`src/logic/limit_pkg.sv`:
```
package limit_pkg;

  // ****************************************************************
  // Register offsets
  // ****************************************************************
  localparam logic [7:0] power_limit_addr   = 8'h11;
  localparam logic [7:0] bus_high_addr      = 8'h12;
  localparam logic [7:0] bus_low_addr       = 8'h13;
  localparam logic [7:0] crit_pos_addr      = 8'h14;
  localparam logic [7:0] crit_neg_addr      = 8'h15;
  localparam logic [2:0] first_index        = 3'h1;

  // ****************************************************************
  // Reset values
  // ****************************************************************
  localparam logic [15:0] reg_reset_value   = 16'h0000;

  // ****************************************************************
  // Field positions
  // ****************************************************************
  localparam int limit_lsb        = 3;
  localparam int polarity_bit     = 1;
  localparam int latch_bit        = 0;
  localparam int threshold_lsb    = 8;
  localparam int gp_readback_bit  = 7;
  localparam int gp_mode_lsb      = 5;
  localparam int crit_pol_bit     = 4;
  localparam int hyst_lsb         = 1;
  localparam int filter_lsb       = 4;
  localparam int delay_lsb        = 0;

  // ****************************************************************
  // Timing
  // ****************************************************************
  localparam int clk_period_ns    = 10;
  localparam int filter_step_ns   = 64000;
  localparam int filter_step_cyc  = filter_step_ns / clk_period_ns;
  localparam int delay_step_ms    = 100;
  localparam int delay_step_cyc   = delay_step_ms * 1000000 / clk_period_ns;

endpackage

```
`src/logic/limit_regfile.sv`:
```
`timescale 1ns/1ps
// ****************************************************************
// Five-entry 16-bit register store with registered read data
// ****************************************************************
module limit_regfile
(
  input  wire logic        clk,
  input  wire logic        rst_n,
  input  wire logic        wr_en,
  input  wire logic [2:0]  wr_idx,
  input  wire logic [15:0] wr_data,
  input  wire logic [2:0]  rd_idx,
  output logic      [15:0] rd_data,
  output logic      [79:0] all_q
);

  genvar i;
  generate
    for (i = 0; i < 5; i++)
    begin : g_entry
      always_ff @(posedge clk or negedge rst_n)
      begin
        if (!rst_n)
          all_q[i*16 +: 16] <= limit_pkg::reg_reset_value;
        else if (wr_en && wr_idx == 3'(i))
          all_q[i*16 +: 16] <= wr_data;
      end
    end
  endgenerate

  always_ff @(posedge clk or negedge rst_n)
  begin
    if (!rst_n)
      rd_data <= 16'h0000;
    else if (rd_idx < 3'h5)
      rd_data <= all_q[rd_idx*16 +: 16];
    else
      rd_data <= 16'h0000;
  end

endmodule

```
`src/logic/overlimit_critical_limit_regs.sv`:
```
`timescale 1ns/1ps
// Contract
// Power above the power limit sets its flag and the enabled output.
// Bus voltage above bits 15..3 of the high limit sets its flag.
// Bus voltage below bits 15..3 of the low limit sets its flag.
// Bit 1 of the high-limit register makes the output assert high.
// Bit 0 of the high-limit register latches the over-limit output.
// Critical positive threshold is an unsigned byte in bits 15..8.
// Bit 7 of the positive critical register reads the pin level.
// Pin mode 0x/1x: 00,01 release, 10 drive low, 11 drive high.
// Bit 4 of the positive critical register sets critical polarity.
// Hysteresis bits 3..1 give code times 2 mV of hysteresis.
// Bit 0 of the positive critical register latches critical output.
// Negative threshold magnitude sits in bits 15..8, negative only.
// Filter bits 7..4 give code times 0.064 ms of output filtering.
// Warning delay bits 3..0 give code times 0.1 s, default 0.
// A latched output holds until the clear input is pulsed.
module overlimit_critical_limit_regs
#(
  parameter int delay_step_cyc = limit_pkg::delay_step_cyc
)
(
  input  wire logic        clk,
  input  wire logic        rst_n,
  input  wire logic        reg_wr,
  input  wire logic        reg_rd,
  input  wire logic [7:0]  reg_addr,
  input  wire logic [15:0] reg_wdata,
  output logic      [15:0] reg_rdata,
  input  wire logic [15:0] power_result,
  input  wire logic [15:0] bus_result,
  input  wire logic [15:0] shunt_mv,
  input  wire logic        limit_output_enable,
  input  wire logic        latch_clear,
  input  wire logic        warning_in,
  input  wire logic        gp_pin_in,
  output logic             gp_pin_out,
  output logic             gp_pin_oe_n,
  output logic             power_exceed_flag,
  output logic             bus_high_exceed_flag,
  output logic             bus_low_exceed_flag,
  output logic             limit_out,
  output logic             critical_out_oe_n,
  output logic             warning_out,
  output logic             critical_raw
);

  // ****************************************************************
  // Register store
  // ****************************************************************
  logic [79:0] regs;
  logic [15:0] store_rdata;
  logic [2:0]  wr_idx;
  logic [2:0]  rd_idx;
  logic        wr_hit;
  logic        gp_q;
  logic        rd_pos_q;
  logic        rd_hit_q;

  always_comb
  begin
    if (reg_addr >= limit_pkg::power_limit_addr &&
        reg_addr <= limit_pkg::crit_neg_addr)
    begin
      wr_hit = 1'b1;
      wr_idx = 3'(reg_addr - limit_pkg::power_limit_addr);
    end
    else
    begin
      wr_hit = 1'b0;
      wr_idx = 3'h7;
    end
  end

  assign rd_idx = wr_idx;

  limit_regfile u_store
  (
    .clk     (clk),
    .rst_n   (rst_n),
    .wr_en   (reg_wr && wr_hit),
    .wr_idx  (wr_idx),
    .wr_data (reg_wdata),
    .rd_idx  (rd_idx),
    .rd_data (store_rdata),
    .all_q   (regs)
  );

  logic [15:0] power_limit_value;
  logic [15:0] high_reg;
  logic [15:0] low_reg;
  logic [15:0] pos_reg;
  logic [15:0] neg_reg;
  logic [12:0] bus_high_limit_value;
  logic [12:0] bus_low_limit_value;
  logic        limit_polarity;
  logic        limit_output_latch;
  logic [7:0]  critical_threshold;
  logic [7:0]  critical_neg_threshold;
  logic [1:0]  gp_pin_mode;
  logic        critical_output_polarity;
  logic [2:0]  critical_hysteresis;
  logic        critical_output_latch;
  logic [3:0]  critical_filter_time;
  logic [3:0]  warning_delay;

  assign power_limit_value = regs[15:0];
  assign high_reg          = regs[31:16];
  assign low_reg           = regs[47:32];
  assign pos_reg           = regs[63:48];
  assign neg_reg           = regs[79:64];
  assign bus_high_limit_value = high_reg[15:limit_pkg::limit_lsb];
  assign bus_low_limit_value  = low_reg[15:limit_pkg::limit_lsb];
  assign limit_polarity       = high_reg[limit_pkg::polarity_bit];
  assign limit_output_latch   = high_reg[limit_pkg::latch_bit];
  assign critical_threshold   = pos_reg[15:limit_pkg::threshold_lsb];
  assign gp_pin_mode = pos_reg[limit_pkg::gp_mode_lsb +: 2];
  assign critical_output_polarity = pos_reg[limit_pkg::crit_pol_bit];
  assign critical_hysteresis = pos_reg[limit_pkg::hyst_lsb +: 3];
  assign critical_output_latch = pos_reg[limit_pkg::latch_bit];
  assign critical_neg_threshold = neg_reg[15:limit_pkg::threshold_lsb];
  assign critical_filter_time = neg_reg[limit_pkg::filter_lsb +: 4];
  assign warning_delay        = neg_reg[limit_pkg::delay_lsb +: 4];

  // ****************************************************************
  // Read path with pin readback
  // ****************************************************************
  always_ff @(posedge clk or negedge rst_n)
  begin
    if (!rst_n)
    begin
      rd_pos_q <= 1'b0;
      rd_hit_q <= 1'b0;
      gp_q     <= 1'b0;
    end
    else
    begin
      rd_pos_q <= reg_addr == limit_pkg::crit_pos_addr;
      rd_hit_q <= reg_rd && wr_hit;
      gp_q     <= gp_pin_in;
    end
  end

  // Read data stands one cycle, two cycles after the read strobe
  always_ff @(posedge clk or negedge rst_n)
  begin
    if (!rst_n)
      reg_rdata <= 16'h0000;
    else if (!rd_hit_q)
      reg_rdata <= 16'h0000;
    else if (rd_pos_q)
      reg_rdata <= {store_rdata[15:8], gp_q, store_rdata[6:0]};
    else
      reg_rdata <= store_rdata;
  end

  // ****************************************************************
  // Over-limit comparisons
  // ****************************************************************
  logic pwr_over;
  logic bus_over;
  logic bus_under;
  logic any_over;

  assign pwr_over  = power_result > power_limit_value;
  assign bus_over  = bus_result[15:3] > bus_high_limit_value;
  assign bus_under = bus_result[15:3] < bus_low_limit_value;
  assign any_over  = pwr_over || bus_over || bus_under;

  always_ff @(posedge clk or negedge rst_n)
  begin
    if (!rst_n)
    begin
      power_exceed_flag    <= 1'b0;
      bus_high_exceed_flag <= 1'b0;
      bus_low_exceed_flag  <= 1'b0;
    end
    else
    begin
      power_exceed_flag    <= pwr_over;
      bus_high_exceed_flag <= bus_over;
      bus_low_exceed_flag  <= bus_under;
    end
  end

  logic limit_hold_q;
  logic limit_active;

  always_ff @(posedge clk or negedge rst_n)
  begin
    if (!rst_n)
      limit_hold_q <= 1'b0;
    else if (any_over && limit_output_enable && limit_output_latch)
      limit_hold_q <= 1'b1;
    else if (latch_clear || !limit_output_latch)
      limit_hold_q <= 1'b0;
  end

  assign limit_active = limit_output_enable && any_over || limit_hold_q;

  always_ff @(posedge clk or negedge rst_n)
  begin
    if (!rst_n)
      limit_out <= 1'b1;
    else
      limit_out <= limit_polarity ? limit_active : !limit_active;
  end

  // ****************************************************************
  // Critical comparator with hysteresis, filter and latch
  // ****************************************************************
  logic [8:0]  hyst_mv;
  logic [15:0] mag;
  logic        neg_sign;
  logic        crit_q;
  logic        crit_cmp;
  logic [8:0]  pos_rel;
  logic [8:0]  neg_rel;

  assign neg_sign = shunt_mv[15];
  assign mag      = neg_sign ? 16'(-shunt_mv) : shunt_mv;
  assign hyst_mv  = {5'h0, critical_hysteresis, 1'b0};
  assign pos_rel  = {1'b0, critical_threshold} - hyst_mv;
  assign neg_rel  = {1'b0, critical_neg_threshold} - hyst_mv;

  always_comb
  begin
    if (!neg_sign)
    begin
      if (crit_q && pos_rel[8] == 1'b0)
        crit_cmp = mag > 16'(pos_rel);
      else
        crit_cmp = mag > 16'(critical_threshold);
    end
    else
    begin
      if (crit_q && neg_rel[8] == 1'b0)
        crit_cmp = mag > 16'(neg_rel);
      else
        crit_cmp = mag > 16'(critical_neg_threshold);
    end
  end

  always_ff @(posedge clk or negedge rst_n)
  begin
    if (!rst_n)
      crit_q <= 1'b0;
    else
      crit_q <= crit_cmp;
  end

  logic [16:0] filt_cnt_q;
  logic [16:0] filt_target;
  logic        crit_filt_q;

  assign filt_target = 17'(critical_filter_time * limit_pkg::filter_step_cyc);

  always_ff @(posedge clk or negedge rst_n)
  begin
    if (!rst_n)
    begin
      filt_cnt_q  <= 17'h00000;
      crit_filt_q <= 1'b0;
    end
    else if (crit_q == crit_filt_q)
      filt_cnt_q <= 17'h00000;
    else if (filt_cnt_q >= filt_target)
    begin
      crit_filt_q <= crit_q;
      filt_cnt_q  <= 17'h00000;
    end
    else
      filt_cnt_q <= filt_cnt_q + 17'h00001;
  end

  logic crit_hold_q;
  logic crit_active;

  always_ff @(posedge clk or negedge rst_n)
  begin
    if (!rst_n)
      crit_hold_q <= 1'b0;
    else if (crit_filt_q && critical_output_latch)
      crit_hold_q <= 1'b1;
    else if (latch_clear || !critical_output_latch)
      crit_hold_q <= 1'b0;
  end

  assign crit_active = crit_filt_q || crit_hold_q;

  always_ff @(posedge clk or negedge rst_n)
  begin
    if (!rst_n)
    begin
      critical_out_oe_n <= 1'b1;
      critical_raw      <= 1'b0;
    end
    else
    begin
      // Open drain: enable pulls low when the pin should read low
      critical_out_oe_n <= critical_output_polarity ? crit_active
                                                    : !crit_active;
      critical_raw      <= crit_q;
    end
  end

  // ****************************************************************
  // General-purpose pin
  // ****************************************************************
  always_ff @(posedge clk or negedge rst_n)
  begin
    if (!rst_n)
    begin
      gp_pin_oe_n <= 1'b1;
      gp_pin_out  <= 1'b0;
    end
    else
    begin
      gp_pin_oe_n <= !gp_pin_mode[1];
      gp_pin_out  <= gp_pin_mode[0];
    end
  end

  // ****************************************************************
  // Warning output delay
  // ****************************************************************
  logic [31:0] step_cnt_q;
  logic [3:0]  steps_q;

  always_ff @(posedge clk or negedge rst_n)
  begin
    if (!rst_n)
    begin
      step_cnt_q  <= 32'h0;
      steps_q     <= 4'h0;
      warning_out <= 1'b0;
    end
    else if (!warning_in)
    begin
      step_cnt_q  <= 32'h0;
      steps_q     <= 4'h0;
      warning_out <= 1'b0;
    end
    else if (steps_q >= warning_delay)
      warning_out <= 1'b1;
    else if (step_cnt_q == 32'(delay_step_cyc - 1))
    begin
      step_cnt_q <= 32'h0;
      steps_q    <= steps_q + 4'h1;
    end
    else
      step_cnt_q <= step_cnt_q + 32'h1;
  end
endmodule
```
`config.mk`:
```
export PLATFORM = sky130hd
export DESIGN_NAME = overlimit_critical_limit_regs
export DESIGN_NICKNAME = d
export VERILOG_FILES = /design/src/logic/limit_pkg.sv /design/src/logic/limit_regfile.sv /design/src/logic/overlimit_critical_limit_regs.sv
export SDC_FILE = /design/constraint.sdc
export NUM_CORES = 1
export LEC_CHECK = 0
export ABC_AREA = 1
export BUFFER_PORTS_ARGS = -buffer_cell sky130_fd_sc_hd__buf_2
export CAP_MARGIN = 10
export CELL_PAD_IN_SITES_DETAIL_PLACEMENT = 0
export CELL_PAD_IN_SITES_GLOBAL_PLACEMENT = 1
export CORE_MARGIN = 5
export CORE_UTILIZATION = 29
export CTS_BUF_LIST = sky130_fd_sc_hd__clkbuf_8
export CTS_CLUSTER_SIZE = 20
export DETAILED_ROUTE_END_ITERATION = 8
export GPL_TIMING_DRIVEN = 0
export HOLD_SLACK_MARGIN = 0.03
export PLACE_DENSITY_LB_ADDON = 0.3
export SETUP_SLACK_MARGIN = 0.2
export SLEW_MARGIN = 10
export SYNTH_ARGS = -nofsm -noshare
export SYNTH_HDL_FRONTEND = slang
export SYNTH_SLANG_ARGS = --single-unit
```
`constraint.sdc`:
```
create_clock -name clk -period 3.7 [get_ports clk]
set_clock_uncertainty 0.05 [all_clocks]
set_input_delay 0.37 -clock clk [delete_from_list [all_inputs] [get_ports clk]]
set_output_delay 0.37 -clock clk [all_outputs]
set_load 0.01 [all_outputs]
```
==> impl_metrics.ini <==
[run_status]
outcome = finished, final reports clean

[sta]
tns_ps = 0
rsz0062_at_grt = false
max_freq_mhz = 309.4
fin_crit_ps = 3232
hold_viol = 0
relSlewSlack = 0.4168
setup-violations-final = 0
slew_violations = 0
fin_crit_sh = 0.8735
worst_pin_slew_ps = 868.2

[final_layout]
fillers = 4147
nNetsFinal = 1778
postLayoutCoreUtil = 0.3364
fin_cells = 2118
drive_gt1_frac = 0.1256
diodes = 0
areaGrowthSynthToFinish_pct = 14.40
fin_area_um2 = 13060

[clock_tree]
cts_resized = 0
clk_latency_ps = 500
cts_root_buf = clkbuf_8
cts_made_buffers = 17
clock_sinks = 181
clkSlewWorstSetupHoldPaths_ps = 100
htree_levels = 4
cts_buffer_depth = 2
cts_tree = yes

[place]
finalWeightedCongestion = 0.8491
place_area_um2 = 12610
placedCellCount = 2081
hpwl_um = 26830
port_buffers = 101

[grt]
grt-busiest-layer = met2
grt_util_met3 = 0.02591
grt_first_pass_wirelength_um = 55570
grt_use_met2 = 0.2690
grt_use_met1 = 0.2243
overflow = 0
grt_pass1_vias = 9812
grt_max_degree = 93
grtUsageTotal = 0.1620
antenna_found_initial = 1

[hold_path]
holdPathStages = 3
min_from = reg_addr[2]
hp-class = in -> reg
whs_endpoint = rd_pos_q

[drt]
dr.pass1.iters = 5
drtIter0Drc = 564
num_vias = 9830
wl_per_cell_um = 16.52
wl_um = 34990
drc_errors = 0
drtAntennaViolNets = 0
via_per_inst = 4.641

[power]
powerDensity_nw_per_um2 = 297.7
peakVddDrop_uv = 238.3
leakagePower_uw = 0.006484

[floorplan]
core_area_um2 = 38830
die_height_um = 208.4
die_x_um = 208.4
dieArea_um2 = 43440
placementRows = 72
io_pins = 105
initial_core_util = 0.2941

[worst_setup_path]
r2r_start = u_store.all_q[68]
crit_arrival_ps = 3550
cp-start-kind = flop
critPathRequiredTime_ps = 4010
r2r_slack_ps = 470
end_kind = flop
critPathKind = reg -> reg
cp_max_fo = 10
reg2reg_to = filt_cnt_q[15]
rr_worst_depth = 14

[synthesis]
async_flop_share = 1.000
avgSynthCellArea_um2 = 7.815
ys_seq_elements = 181
synth_edf_count = 0
yosysUniqueCellTypes = 42
synth.net_count = 1652
yosysWarnings = 0
postSynthCellCount = 1461
ys.flop_type = dfrtp_1
syn_area_um2 = 11420
ys_seq_area_frac = 0.3970

[run]
drv_cap = 0
## stage by stage
step | power (uW) | hold slack (ps) | setup WS (ps)
2_1_floorplan | 2274 | 24.41 | 804.9
3_3_place_gp | 2457 | 340.7 | -1036
3_5_place_dp | 2470 | 348.7 | 205.0
4_1_cts | 3950 | 58.32 | 470.7
5_1_grt | 4092 | 87.21 | 215.2
6_report | 3889 | 108.9 | 468.1
## state kept, by name, indices dropped and copies added (netlist names), 4 cells and up
signal           flops
u_store.rd_data     16
filt_cnt_q          17
reg_rdata           16
u_store.all_q       80
step_cnt_q          32
steps_q              4
## cells in the final DEF (no fill, tap or decap), types with 7 or more instances in the layout
cell type	instances
clkbuf_8	19
xnor2_1	11
o31ai_1	7
nor4_1	14
inv_1	225
nand2_1	374
nor3_1	29
clkbuf_1	13
ha_1	108
nor2_1	115
a21oi_1	60
dfrtp_1	178
o21ai_2	30
o21ai_0	75
buf_6	10
nand4_1	19
o21ai_1	34
xor2_1	36
buf_2	106
nand3_1	70
## Yosys cell counts (all sizes together) (7+ instances only)
| cell | n | area share |
|---|---|---|
| nor3 | 30 | 0.014 |
| nand3 | 71 | 0.032 |
| nand4 | 19 | 0.010 |
| a21oi | 60 | 0.026 |
| nand2 | 379 | 0.13 |
| xnor2 | 11 | 0.0084 |
| o21ai | 139 | 0.071 |
| dfrtp | 178 | 0.39 |
| ha | 108 | 0.12 |
| inv | 226 | 0.075 |
| nor2 | 119 | 0.042 |
| clkbuf | 13 | 0.0043 |
| buf | 16 | 0.012 |
| o31ai | 7 | 0.0046 |
| xor2 | 36 | 0.028 |
| nor4 | 14 | 0.0077 |
## worst max-delay path by stage
| stage | cells after the start | slack, ps | startpoint | to |
|---|---|---|---|---|
| floorplan | 14 | 800 | u_store.all_q[68] | filt_cnt_q[14] |
| global placement | 1 | -1040 | rst_n | reg_rdata[13] |
| detailed placement | 14 | 210 | u_store.all_q[70] | filt_cnt_q[9] |
| CTS | 14 | 470 | u_store.all_q[68] | filt_cnt_q[15] |
| global route | 14 | 220 | u_store.all_q[68] | filt_cnt_q[15] |
| finish | 14 | 470 | u_store.all_q[68] | filt_cnt_q[15] |
## cells by family after synthesis
| kind of cell | after synthesis | share of synthesized area |
|---|---|---|
| fa+ha+maj | 111 | 0.1236 |
| compound gates | 220 | 0.1102 |
| mux | 1 | 0.0009862 |
| buf+inv | 257 | 0.09195 |
| flops | 181 | 0.3970 |
| xor+xnor | 47 | 0.03605 |
| simple gates | 644 | 0.2401 |
## final cells by class
class	count	area, um^2	share of cell area
Buffer	29	191.4	0.01466
Clock buffer	19	261.5	0.02002
Tap cell	518	648.1	0.04962
Multi-Input combinational cell	1023	5834	0.4467
Sequential cell	181	4533	0.3471
Timing Repair Buffer	107	590.6	0.04521
Inverter	228	858.3	0.06571
Clock inverter	13	143.9	0.01102
## worst max-delay path, stage by stage, from the launching register on
cell and delay [ps]:
dfrtp_1 460, ha_1 320, ha_1 180, inv_1 60
fa_1 390, inv_1 70, a31oi_1 80, xor2_1 170
ha_1 330, nand2_1 70, o21ai_0 210, a21oi_1 80
nand4_1 140, clkbuf_1 390, nor2_1 100
## per-layer routing
| layer | vias up | part of all wire | wire length, um |
|---|---|---|---|
| met5 | - | 0 | 0 |
| met4 | 0 | 0.012 | 406 |
| met3 | 28 | 0.031 | 1081 |
| met2 | 166 | 0.47 | 16390 |
| met1 | 4672 | 0.49 | 17120 |
| li1 | 4964 | - | - |
## power by group
part           total, uW  internal, uW  switching, uW
clock               1460           643            818
sequential          2010          1990           13.9
combinational        422           146            276
## what timing repair did
item,4_1_cts,5_1_grt
hold endpoints to repair,93,0
endpoints found under the setup margin,1,0
setup buffers,1,0
hold buffers,4,0
No activity file was read; power rests on OpenSTA's default activity.
